==> src/otp_opt_pkg.sv <==
package otp_opt_pkg;
  localparam logic [7:0] OFF_BANK0 = 8'hc4;
  localparam logic [7:0] OFF_BANK1 = 8'hc5;
  localparam logic [7:0] OFF_BANK2 = 8'hc6;
  localparam logic [7:0] OFF_STATUS = 8'hd0;
  localparam logic [7:0] OFF_CTRL = 8'hd1;
  localparam logic [7:0] BANK0_RST = 8'h00;
  localparam logic [7:0] BANK1_RST = 8'h00;
  localparam logic [7:0] BANK2_RST = 8'h00;
  localparam int B0_DIR = 7;
  localparam int B0_REL = 6;
  localparam int B0_POL = 5;
  localparam int B0_TTHR_LO = 2;
  localparam int B0_PTHR_LO = 0;
  localparam int B1_HALT_LO = 6;
  localparam int B1_FAST = 3;
  localparam int B1_BASE_LO = 0;
  localparam int B2_TUNE = 2;
  localparam logic [7:0] B1_USED_MASK = 8'hcf;
  localparam logic [7:0] B2_USED_MASK = 8'hef;
  localparam logic [1:0] HALT_20S = 2'h0;
  localparam logic [1:0] HALT_40S = 2'h1;
  localparam logic [1:0] HALT_NEVER = 2'h2;
  localparam logic [1:0] HALT_3S = 2'h3;
  localparam int CLK_HZ = 125_000_000;
  localparam longint HALT_20S_SEC = 20;
  localparam longint HALT_40S_SEC = 40;
  localparam longint HALT_3S_SEC = 3;
  localparam longint TUNE_MAX_MS = 500;
  localparam longint HALT_20S_CYC = HALT_20S_SEC * CLK_HZ;
  localparam longint HALT_40S_CYC = HALT_40S_SEC * CLK_HZ;
  localparam longint HALT_3S_CYC = HALT_3S_SEC * CLK_HZ;
  localparam longint TUNE_MAX_CYC = TUNE_MAX_MS * CLK_HZ / 1000;
endpackage

==> src/otp_sensor_option_banks.sv <==
`timescale 1ns/10ps
module otp_sensor_option_banks #(
  parameter longint HALT_20S_N = otp_opt_pkg::HALT_20S_CYC, // 20 s in cycles
  parameter longint HALT_40S_N = otp_opt_pkg::HALT_40S_CYC, // 40 s in cycles
  parameter longint HALT_3S_N = otp_opt_pkg::HALT_3S_CYC,   // 3 s in cycles
  parameter longint TUNE_N = otp_opt_pkg::TUNE_MAX_CYC      // tuning timeout
) (
  input wire logic i_sys_clk,            // system clock 125 MHz
  input wire logic i_rst_b,              // async reset, active low
  input wire logic i_ce,                 // clock enable
  input wire logic [7:0] i_addr,         // register address
  input wire logic [7:0] i_wdata,        // write data
  input wire logic i_wr,                 // write strobe
  input wire logic i_rd,                 // read strobe
  output logic [7:0] o_rdata,            // read data, one cycle later
  input wire logic i_tune_done,          // tuning engine finished
  input wire logic i_touch_det,          // raw touch detect from engine
  input wire logic i_prox_det,           // raw proximity detect from engine
  output logic o_touch_indicator_out,    // touch pin level
  output logic o_touch_indicator_oe,     // touch pin enable
  input wire logic i_prox_out_or_control_in, // pin level sampled
  output logic o_prox_out_or_control_out,    // pin drive level
  output logic o_prox_out_or_control_oe,     // pin drive enable
  output logic o_cfg_valid,              // options latched
  output logic o_filter_halt,            // long-term average frozen
  output logic o_release_fraction_select,// release threshold option
  output logic [2:0] o_touch_level_select, // touch threshold option
  output logic [1:0] o_proximity_level_select, // proximity threshold option
  output logic o_fast_recalibration,     // fast recalibration, full tuning only
  output logic [2:0] o_base_value,       // base value, full tuning only
  output logic o_partial_tuning          // tuning mode
);
  import otp_opt_pkg::*;

  typedef enum logic [1:0] {ST_LOAD, ST_TUNE, ST_RUN} phase_t;

  logic [7:0] bank0_r, bank1_r, bank2_r;
  logic [7:0] cfg0_r, cfg1_r, cfg2_r;
  phase_t phase_r;
  logic [31:0] tune_cnt_r;
  logic [39:0] halt_cnt_r;
  logic halt_exp_r;
  logic prox_r;

  function automatic logic [39:0] halt_limit(input logic [1:0] code);
    case (code)
      HALT_20S: halt_limit = 40'(HALT_20S_N);
      HALT_40S: halt_limit = 40'(HALT_40S_N);
      HALT_3S: halt_limit = 40'(HALT_3S_N);
      default: halt_limit = '0;
    endcase
  endfunction

  // otp image: programmed once by the tool, zero means unprogrammed default
  always_ff @(posedge i_sys_clk or negedge i_rst_b) begin
    if (!i_rst_b) begin
      bank0_r <= BANK0_RST;
      bank1_r <= BANK1_RST;
      bank2_r <= BANK2_RST;
    end else if (i_ce && i_wr && phase_r == ST_LOAD) begin
      case (i_addr)
        OFF_BANK0: bank0_r <= i_wdata;
        OFF_BANK1: bank1_r <= i_wdata & B1_USED_MASK;
        OFF_BANK2: bank2_r <= i_wdata & B2_USED_MASK;
        default: ;
      endcase
    end
  end

  // programming only before release; a write to OFF_CTRL bit 0 latches the banks and starts tuning
  always_ff @(posedge i_sys_clk or negedge i_rst_b) begin
    if (!i_rst_b) begin
      phase_r <= ST_LOAD;
      cfg0_r <= BANK0_RST;
      cfg1_r <= BANK1_RST;
      cfg2_r <= BANK2_RST;
      tune_cnt_r <= '0;
    end else if (i_ce) begin
      case (phase_r)
        ST_LOAD: begin
          if (i_wr && i_addr == OFF_CTRL && i_wdata[0]) begin
            cfg0_r <= bank0_r;
            cfg1_r <= bank1_r;
            cfg2_r <= bank2_r;
            phase_r <= ST_TUNE;
          end
        end
        ST_TUNE: begin
          tune_cnt_r <= tune_cnt_r + 32'd1;
          if (i_tune_done || tune_cnt_r >= 32'(TUNE_N) - 32'd1) begin
            phase_r <= ST_RUN;
          end
        end
        ST_RUN: ;
        default: phase_r <= ST_LOAD;
      endcase
    end
  end

  logic full_tune;
  logic [1:0] halt_code;
  logic active_high;
  logic pin_is_input;
  assign full_tune = ~cfg2_r[B2_TUNE];
  assign halt_code = full_tune ? cfg1_r[B1_HALT_LO +: 2] : HALT_20S;
  assign active_high = cfg0_r[B0_POL];
  assign pin_is_input = cfg0_r[B0_DIR];

  // halt timer: runs while proximity holds; never-code stops it in full tuning so the halt never expires
  always_ff @(posedge i_sys_clk or negedge i_rst_b) begin
    if (!i_rst_b) begin
      halt_cnt_r <= '0;
      halt_exp_r <= 1'b0;
    end else if (i_ce) begin
      if (phase_r != ST_RUN || !i_prox_det) begin
        halt_cnt_r <= '0;
        halt_exp_r <= 1'b0;
      end else if (halt_code != HALT_NEVER && !halt_exp_r) begin
        halt_cnt_r <= halt_cnt_r + 40'd1;
        if (halt_cnt_r >= halt_limit(halt_code) - 40'd1) begin
          halt_exp_r <= 1'b1;
        end
      end
    end
  end

  always_ff @(posedge i_sys_clk or negedge i_rst_b) begin
    if (!i_rst_b) begin
      prox_r <= 1'b0;
    end else if (i_ce) begin
      prox_r <= (phase_r == ST_RUN) && i_prox_det;
    end
  end

  logic touch_act;
  assign touch_act = phase_r == ST_RUN && (i_touch_det || (i_prox_det && !halt_exp_r));
  assign o_filter_halt = phase_r == ST_RUN && i_prox_det && !halt_exp_r;

  // active-low is open drain so the pin is released, not driven, when idle
  always_comb begin
    if (active_high) begin
      o_touch_indicator_out = (phase_r != ST_RUN) | touch_act;
      o_touch_indicator_oe = 1'b1;
      // input mode releases the pin, so it must not show a drive level either
      o_prox_out_or_control_out = !pin_is_input && ((phase_r != ST_RUN) | prox_r);
      o_prox_out_or_control_oe = !pin_is_input;
    end else begin
      o_touch_indicator_out = 1'b0;
      o_touch_indicator_oe = touch_act;
      o_prox_out_or_control_out = 1'b0;
      o_prox_out_or_control_oe = !pin_is_input && prox_r;
    end
  end

  assign o_cfg_valid = phase_r != ST_LOAD;
  assign o_release_fraction_select = cfg0_r[B0_REL];
  assign o_touch_level_select = cfg0_r[B0_TTHR_LO +: 3];
  assign o_proximity_level_select = cfg0_r[B0_PTHR_LO +: 2];
  assign o_fast_recalibration = full_tune & cfg1_r[B1_FAST];
  assign o_base_value = full_tune ? cfg1_r[B1_BASE_LO +: 3] : 3'h0;
  assign o_partial_tuning = cfg2_r[B2_TUNE];

  always_ff @(posedge i_sys_clk or negedge i_rst_b) begin
    if (!i_rst_b) begin
      o_rdata <= 8'h00;
    end else if (i_ce) begin
      if (i_rd) begin
        case (i_addr)
          OFF_BANK0: o_rdata <= bank0_r;
          OFF_BANK1: o_rdata <= bank1_r;
          OFF_BANK2: o_rdata <= bank2_r;
          OFF_STATUS: o_rdata <= {4'h0, i_prox_out_or_control_in, halt_exp_r, phase_r};
          default: o_rdata <= 8'h00;
        endcase
      end else begin
        o_rdata <= 8'h00;
      end
    end
  end
endmodule

==> config.mk <==
export PLATFORM = sky130hd
export DESIGN_NAME = otp_sensor_option_banks
export DESIGN_NICKNAME = d
export VERILOG_FILES = /design/src/otp_opt_pkg.sv /design/src/otp_sensor_option_banks.sv
export SDC_FILE = /design/constraint.sdc
export NUM_CORES = 1
export LEC_CHECK = 0
export ABC_CLOCK_PERIOD_IN_PS = 3700
export BUFFER_PORTS_ARGS = -buffer_cell sky130_fd_sc_hd__clkbuf_2
export CORE_ASPECT_RATIO = 1.75
export CORE_MARGIN = 3
export CORE_UTILIZATION = 61
export CTS_CLUSTER_DIAMETER = 150
export DETAILED_ROUTE_END_ITERATION = 7
export PLACE_DENSITY_LB_ADDON = 0.12
export SYNTH_ARGS = -nofsm -noshare
export SYNTH_HDL_FRONTEND = slang
export SYNTH_SLANG_ARGS = --single-unit
==> constraint.sdc <==
create_clock -name i_sys_clk -period 3.7 [get_ports i_sys_clk]
set_clock_uncertainty 0.1 [all_clocks]
set_input_delay 0.185 -clock i_sys_clk [delete_from_list [all_inputs] [get_ports i_sys_clk]]
set_output_delay 0.185 -clock i_sys_clk [all_outputs]
set_load 0.02 [all_outputs]
Word-level counts from Yosys, hierarchy flattened
Cells that the tools add are included.
- output and inout port bits: 25
- input port bits: 25
- register bits after elaboration: 122
- equal/unequal tests: 13
- muxes and demuxes: 20
- add/subtract/negate cells: 3
- magnitude comparators: 2
- bitwise operators: 5
- reduce and logical (&&, ||, !) cells: 30
- operators with widths (kind ; count):
    $mux 40 ; 5
    $pmux 33 s3 ; 1
    $add 40x1->40 const B ; 1
    $eq 8x8->1 const B ; 5
    $ge 40x40->1 ; 1
    $sub 40x1->40 const B ; 1
    $add 32x1->32 const B ; 1
    $ge 32x26->1 const B ; 1
    $pmux 8 s4 ; 1
    $logic_and 1x1->1 ; 11
    $reduce_and 2->1 ; 5
    $mux 8 ; 1
    $mux 1 ; 7
    $mux 2 ; 3
    $ne 2x2->1 const B ; 3
    $pmux 2 s3 ; 1
    $reduce_and 3->1 ; 2
    $reduce_bool 2->1 ; 3
    $eq 2x1->1 const B ; 2
    $eq 2x2->1 const B ; 2
    $logic_not 2->1 ; 2
    $reduce_and 4->1 ; 1
    $logic_not 1->1 ; 3
    $logic_or 1x1->1 ; 3
    other kinds (5) ; 7

Longest topological paths before layout
Gate-level depths: netlist of the first run.
- depth after elaboration: 11
- mapped depth: 11

Worst setup path before layout of the first run
No wires, ideal clock.
- path kind: register to register
- start: register cfg2_r[2]
- end: register halt_exp_r
- cell stages (with the launch flop): 11
- path buffers: 0
- arrival: 2641 ps
- clock period less this slack: 2868 ps
- setup time: 127 ps
- slack: 832 ps
- path through: dfrtp_1 > nor2b_1 > inv_1 > ha_1 > inv_1 > ha_1 > nand2_1 > nor4_1 > or4b_1 > a211oi_1 > o31ai_1
- longest elaborated chain between the ends: 10
- elaborated cells on any way between the ends: 15
- classes of those cells: add/sub: 1; order compare: 1; eq/ne: 3; mux: 5; reduce/logical: 5
- RTL lines (item ; line ; source):
    from (decl) ; otp_sensor_option_banks.sv:38 ; logic [7:0] cfg0_r, cfg1_r, cfg2_r;
    from (signal assigned) ; otp_sensor_option_banks.sv:84 ; cfg2_r <= bank2_r;
    $mux 2 (*) ; otp_sensor_option_banks.sv:105 ; assign halt_code = full_tune ? cfg1_r[B1_HALT_LO +: 2] : HALT_20S;
    $eq 2x2->1, or another cell as far along ; otp_sensor_option_banks.sv:46 ; case (code)
    $pmux 33 s3 ; otp_sensor_option_banks.sv:46 ;
    $mux 40 ; otp_sensor_option_banks.sv:118 ; end else if (halt_code != HALT_NEVER && !halt_exp_r) begin
    $mux 40 ; otp_sensor_option_banks.sv:115 ; if (phase_r != ST_RUN || !i_prox_det) begin
    $mux 40 ; otp_sensor_option_banks.sv:114 ; end else if (i_ce) begin
    $sub 40x1->40 ; otp_sensor_option_banks.sv:120 ; if (halt_cnt_r >= halt_limit(halt_code) - 40'd1) begin
    $ge 40x40->1 ; otp_sensor_option_banks.sv:120 ;
    $reduce_bool 2->1 (no line) ; -- ;
    $reduce_and 3->1 (no line) (*) ; -- ;
    to (signal assigned) ; otp_sensor_option_banks.sv:113 ; halt_exp_r <= 1'b0;
    to (signal assigned) ; otp_sensor_option_banks.sv:117 ; halt_exp_r <= 1'b0;
    to (signal assigned) ; otp_sensor_option_banks.sv:121 ; halt_exp_r <= 1'b1;
    to (decl) ; otp_sensor_option_banks.sv:42 ; logic halt_exp_r;
Mark *: on every way between the ends. The rest lies on a longest branch, timed or not. The select of a mux whose other input is x is not followed.
A chain may end at the register's enable or synchronous reset.

Final worst setup path of the first run
Same ends and word-level chain as after synthesis.

==> results.md, run 1 <==
- # DRC: 0
- Sequential share of the synthesized area: 0.452
- WP data required: 3900 ps
- Congestion Overflow GR: 0
- Adder-cell share of the synthesized area: 0.0791
- Setup crit start kind: flop
- CTS max path bufs: 2
- Multiplexer area fraction after synthesis: 0.0715
- Async S/R FF share, synth: 1.00
- Simple-Gate Fraction of Synth Area: 0.217
- Die width: 84.9 um
- Drt wl/cell: 17.9 um
- Full die area: 12200 sq um
- Crit path kind: flop to flop
- Outcome: completed
- Ports: 50
- DR vias: 5003
- Post-synth top area share: 0.452
- Synth area leader: dfrtp_1
- Largest family of logic cells by synthesized area: simple AND/OR/NAND/NOR gates
- # clock sinks: 120
- Hold Path Class: input pin to flop
- CP arrival: 3100 ps
- CTS tree: done
- Min Clock Period, post-route: 2890 ps
- Mapped cell area: 6650 sq um
- Synth Area in XOR/XNOR: 0.0896
- Clk pin slew, worst setup/hold paths: 60 ps
- First-pass GRT wire length: 25300 um
- Die Y: 144 um
- Largest net degree at the start of global routing: 90
- Slew of the pin with the lowest slew margin: 1130 ps
- Final hold vios: 0
- Yosys warnings: 0
- Synthesized net count: 701
- Setup tns final: 0 ps
- PD cells: 414 nW/um^2
- Fin crit share: 0.782
- Starting Density: 0.634
- Worst-skew pair later-pin latency: 430 ps
- RSZ-0062 raised after global routing: no
- Postcts setup bufs: 0
- Final nets: 768
- Drt via density: 5.95
- Antenna diodes: 0
- Root Buffer: clkbuf_16
- Number of synthesized flops with an enable pin: 0
- Final WL: 15000 um
- Row cnt: 49
- Layout Cells excl Fill: 841
- Commonest non-fill, non-tap cell in the layout: dfrtp_1
- Crit path capture type: flop
- Initial antenna violation count: 0
- DP Area: 6990 sq um
- Peak VDD IR: 360 uV
- Area delta synth->final: 16.4%
- GRT Util Overall: 0.262
- Placed Cells incl. Taps: 798
- Unique masters post-synth: 62
- CTS H-tree lvls: 4
- Core area: 10500 sq um
- Main area contributors after synthesis: dfrtp_1, ha_1, xnor2_1
- Synth Flop Type: dfrtp_1
- Share of cells above drive strength 1: 0.190
- Post-Syn Area per Cell: 10.5 sq um
- Cts bufs inserted: 17
- DR pass1 iterations: 5
- I/O Buffers: 49
- Setup Viol. Count Final: 0
- Vias in the first global route: 5347
- Final Max Slew Viols: 0
- Gate Count Post-Synth: 634
- Post-DP HPWL: 10700 um
- Most frequent cells in the layout: dfrtp_1, nor2_1, nand2_1
- Iter 0 DRT Violations: 205
- #FFs+latches synth: 120
- Max-cap viol count: 0
- Antenna Nets Post-Route: 0
- FMAX: 346 MHz
- Cell leakage power: 0.00376 uW
- Post-layout instance area: 7740 sq um
- GP Congestion: 0.877
- Fillers: 723
- Max-slew headroom: 0.248
- Compound-Gate Fraction of Synth Area: 0.0666
- Worst Path Max Fanout: 10
report_power, final:
part / switching [uW] / leakage (uW) / internal (uW)
Sequential: 6.75 / 0.00168 / 1320
Clock: 628 / 0.000303 / 1150
Combinational: 64.3 / 0.00178 / 33.7
stage by stage:
step | total power, uW | utilization | worst slack, ps | hold WS, ps
2_1_floorplan | 1380 | - | 832 | -211
3_3_place_gp | 1440 | 0.667 | 971 | 319
3_5_place_dp | 1440 | 0.667 | 866 | 338
4_1_cts | 3220 | 0.738 | 843 | 2.66
5_1_grt | 3300 | 0.738 | 680 | 41.6
6_report | 3200 | 0.738 | 806 | 2.69
routing by layer:
layer,vias to the layer above,track usage,part of all wire
met2,122,0.485,0.55
met5,-,0,0
met1,2472,0.279,0.37
li1,2362,-,-
met3,47,0.0519,0.032
met4,0,0.133,0.039
synthesized netlist by cell type (3+ instances only):
cell type  number
o21ai_0        18
nand4_1        13
mux2i_1         7
mux2_2         23
a21o_1          6
o2bb2ai_1       4
nor2_1         74
nor2b_1        12
ha_1           42
nor4_1          3
buf_2           3
clkbuf_1        6
nor3_1         12
nand3_1        30
inv_1          14
a22oi_1         4
xnor2_1        42
buf_4           8
nand2_1        62
a22o_1          3
xor2_1         26
a21oi_1        17
nor3_2          8
and3_1         11
nor3_4          3
and4_1          3
dfrtp_1       120
and2_1          5
mux2_1         13
state kept, by name, indices dropped and copies added (netlist names):
signal and cells:
halt_cnt_r 40, tune_cnt_r 32, bank0_r 8, cfg0_r 8, o_rdata 8, bank2_r 7, bank1_r 6, cfg1_r 6
phase_r 2, cfg2_r 1, halt_exp_r 1, prox_r 1
cells by family (layout without fill, tap and decap cells):
group,Yosys count,after routing
AOI/OAI and AO/OA,68,68
and+or+nand+nor,261,261
xor gates and xnor gates,68,68
DFF,120,120
adders and majority gates,42,42
muxes,43,43
buffers and inverters,32,112
cell type report:
type                       instances  area [sq um]  area share
multi-input combinational        482          3480       0.450
sequential                       120          3000       0.388
clock buffer                      18           439      0.0568
timing repair buffer              66           403      0.0521
clock inverter                    14           196      0.0254
tap                              127           159      0.0205
inverter                          14          52.6     0.00679
worst max-delay path: stages, from the launching register on:
cell	delay [ps]
dfrtp_1	490
nor2b_1	160
buf_4	170
inv_1	90
ha_1	210
inv_1	260
ha_1	310
a21o_1	170
a21oi_1	160
nor2b_1	60
a2111oi_0	370
a21o_1	160
o31ai_1	50
final timing paths:
path	startpoint	endpoint	slack, ps	cells after the start
worst min register to register	tune_cnt_r[31]$_DFFE_PN0P_	tune_cnt_r[31]$_DFFE_PN0P_	380	1
worst max-delay path	cfg2_r[2]$_DFFE_PN0P_	halt_exp_r$_DFFE_PN0P_	810	12
max in group asynchronous	i_rst_b	cfg1_r[1]$_DFFE_PN0P_	2190	3
worst min-delay path	i_prox_det	prox_r$_DFFE_PN0P_	3	3
min in group asynchronous	i_rst_b	halt_cnt_r[26]$_DFFE_PN0P_	410	2
worst max register to register	cfg2_r[2]$_DFFE_PN0P_	halt_exp_r$_DFFE_PN0P_	810	12
repair_timing:
item	CTS	global route
hold endpoints to repair	111	0
resized for setup	0	0
hold buffers	11	0
No activity file was read; power rests on OpenSTA's default activity.
==> inputs of run 2 (changes only) <==
ABC_AREA = 1   (was not set)
ABC_CLOCK_PERIOD_IN_PS = 2700   (was 3700)
clock period = 2.7 ns   (was 3.7 ns; I/O delays follow)
==> run 2 against run 1 <==
  * Clock power increased by 36%
  * Sequential power is 38% higher
  * Via count up 41%
  * Hold slack gained 27 ps
  * Routed wire length up 42%
  * Setup slack worse by 610 ps
  * Core utilization is essentially flat
  * Flip-flop and latch count unchanged
  * Critical path type unchanged
  * Sequential share of layout area down 4.1 points
==> results.md, run 2 <==
- Outcome: completed
- Buf/Inv on CP: 3
- Main area contributors after synthesis: dfrtp_1, nand2_1, ha_1
- Crit path capture type: flop
- Full die area: 13500 sq um
- Mapped cell area: 7390 sq um
- Routed length on met1: 7540 um
- Drt wl/cell: 17.3 um
- Antenna diodes: 0
- Min Clock Period, post-route: 2510 ps
- DR pass1 iterations: 5
- Final nets: 1157
- Sequential share of the synthesized area: 0.406
- CP arrival: 2760 ps
- GP Congestion: 0.955
- Iter 0 DRT Violations: 384
- Starting Density: 0.631
- Ports: 50
- CP cell instances: inv_1 -> nand2_1 -> inv_1 -> ha_4 -> clkinvlp_4 -> ha_1 -> nand2_1 -> nor2_1 -> nand2_1 -> nor2_1 -> nand3_1 -> nor2_1 -> nor2_1 -> nand2_1 -> nand2_1 -> a21oi_1
- Die width: 89.2 um
- PD cells: 514 nW/um^2
- WP data required: 2950 ps
- Congestion Overflow GR: 0
- Setup Viol. Count Final: 0
- I/O Buffers: 49
- Core Util, Final: 0.738
- Reg with most FFs: halt_cnt_r
- CTS H-tree lvls: 4
- Root Buffer: clkbuf_16
- Yosys warnings: 0
- Core area: 11700 sq um
- CP delay by family, top: simple AND/OR/NAND/NOR gates
- FMAX: 399 MHz
- Share of cells above drive strength 1: 0.122
- Final WL: 21400 um
- #FFs+latches synth: 120
- Most frequent cells in the layout: nand2_1, inv_1, dfrtp_1
- Commonest non-fill, non-tap cell in the layout: nand2_1
- Unique masters post-synth: 37
- Synthesized net count: 1074
- Critical path's slowest cell: dfrtp_2
- Cell leakage power: 0.00420 uW
- Synth area leader: dfrtp_1
- Biggest cell delay along the critical path: 450 ps
- Async S/R FF share, synth: 1.00
- Postcts setup bufs: 0
- DR vias: 7068
- Area delta synth->final: 17.0%
- Row cnt: 52
- Worst Path Max Fanout: 7
- Fin crit share: 0.929
- Post-Syn Area per Cell: 7.34 sq um
- Number of synthesized flops with an enable pin: 0
- Most used cell, CP: nand2_1
- Met2 Wirelength: 11200 um
- Setup crit start kind: flop
- # clock sinks: 120
- Slew of the pin with the lowest slew margin: 665 ps
- First-pass GRT wire length: 34400 um
- Setup tns final: 0 ps
- Worst-skew pair later-pin latency: 430 ps
- Hold Path Class: input pin to flop
- CTS max path bufs: 2
- Max-cap viol count: 0
- Vias in the first global route: 7090
- Min Hold Slack: 30.1 ps
- Synth cell count leaders: nand2_1, inv_1, dfrtp_1
- Max layer used: met4
- Biggest regs: halt_cnt_r x40, tune_cnt_r x32
- GRT Util Overall: 0.338
- Peak VDD IR: 452 uV
- Drt via density: 5.71
- # DRC: 0
- Synth Flop Type: dfrtp_1
- Gate Count Post-Synth: 1007
- Clk pin slew, worst setup/hold paths: 60 ps
- Crit path kind: flop to flop
- Cts bufs inserted: 17
- Max-slew headroom: 0.551
- Post-synth top area share: 0.406
- Final Max Slew Viols: 0
- Antenna Nets Post-Route: 0
- Largest net degree at the start of global routing: 45
- Max FFs per register: 40
- Most frequent cell after synthesis: nand2_1
- CTS tree: done
- Die Y: 152 um
- Final hold vios: 0
- Initial antenna violation count: 0
- Post-DP HPWL: 15800 um
- WL met3: 1110 um
run 2: cell types whose count changed in the layout (fill, tap and decap cells not counted), sizes merged, moves of 35 or more:
cell   change
inv      +119
nor2      +46
mux2      -36
xnor2     -35
nand2    +238
o21ai     +51
run 2: per-stage QoR:
step / setup WS, ps / total power [uW] / cell area, sq um / cells
after floorplan: 324 / 1950 / 7390 / 1007
after global placement: 240 / 2040 / 7890 / 1194
after detailed placement: 180 / 2040 / 7890 / 1194
after CTS: 160 / 4450 / 8620 / 1237
after global routing: -14.2 / 4560 / 8650 / 1238
final: 192 / 4440 / 8650 / 1238
run 2: kinds of logic (layout without fill, tap and decap cells):
logic type / Yosys count / in the layout / share of synthesized area
AO/OA/AOI/OAI: 127 / 127 / 0.0928
XOR/XNOR: 33 / 33 / 0.0391
flip-flops: 120 / 120 / 0.406
adder cells (fa/ha/maj): 42 / 42 / 0.0711
AND/OR/NAND/NOR: 536 / 536 / 0.312
buffers and inverters: 149 / 245 / 0.0787
run 2: layout make-up:
class | count | area (sq um)
multi-input combinational | 738 | 3820
timing repair inverter | 1 | 7.51
tap | 135 | 169
clock inverter | 15 | 194
fill | 980 | 3070
inverter | 131 | 498
clock buffer | 17 | 425
timing repair buffer | 81 | 528
sequential | 120 | 3000
run 2: path summary, 6_finish.rpt:
| kind | startpoint | to | slack [ps] | cells past startpoint |
|---|---|---|---|---|
| worst max-delay path | cfg2_r[2]$_DFFE_PN0P_ | halt_exp_r$_DFFE_PN0P_ | 190 | 16 |
| worst min-delay path | i_prox_out_or_control_in | o_rdata[3]$_DFFE_PN0P_ | 30 | 4 |
| worst max register to register | cfg2_r[2]$_DFFE_PN0P_ | halt_exp_r$_DFFE_PN0P_ | 190 | 16 |
| worst min register to register | bank0_r[6]$_DFFE_PN0P_ | bank0_r[6]$_DFFE_PN0P_ | 380 | 2 |
| max in group asynchronous | i_rst_b | cfg1_r[2]$_DFFE_PN0P_ | 1640 | 3 |
| min in group asynchronous | i_rst_b | halt_cnt_r[28]$_DFFE_PN0P_ | 160 | 2 |
run 2: power by group:
| group | internal, uW | switching, uW |
|---|---|---|
| logic | 59.7 | 120 |
| registers | 1820 | 20.8 |
| clock network | 1470 | 944 |
| total | 3360 | 1090 |
run 2: metal layers:
metal / vias to the layer above / GRT usage
li1: 3415 / -
met1: 3312 / 0.349
met2: 248 / 0.589
met3: 93 / 0.0736
met4: 0 / 0.232
met5: - / 0
run 2: worst register-to-register path, delay by kind of cell (launching register included):
kind                       cells  cell delay (ps)
adders and majority gates      2              540
DFF                            1              450
and+or+nand+nor               10              790
buffers and inverters          3              410
AOI/OAI and AO/OA              1              130
run 2: repair_timing:
action	CTS	global route
gates resized for setup	0	6
hold buffers	11	0
endpoints found under the hold margin	63	0
setup endpoints to repair	0	5
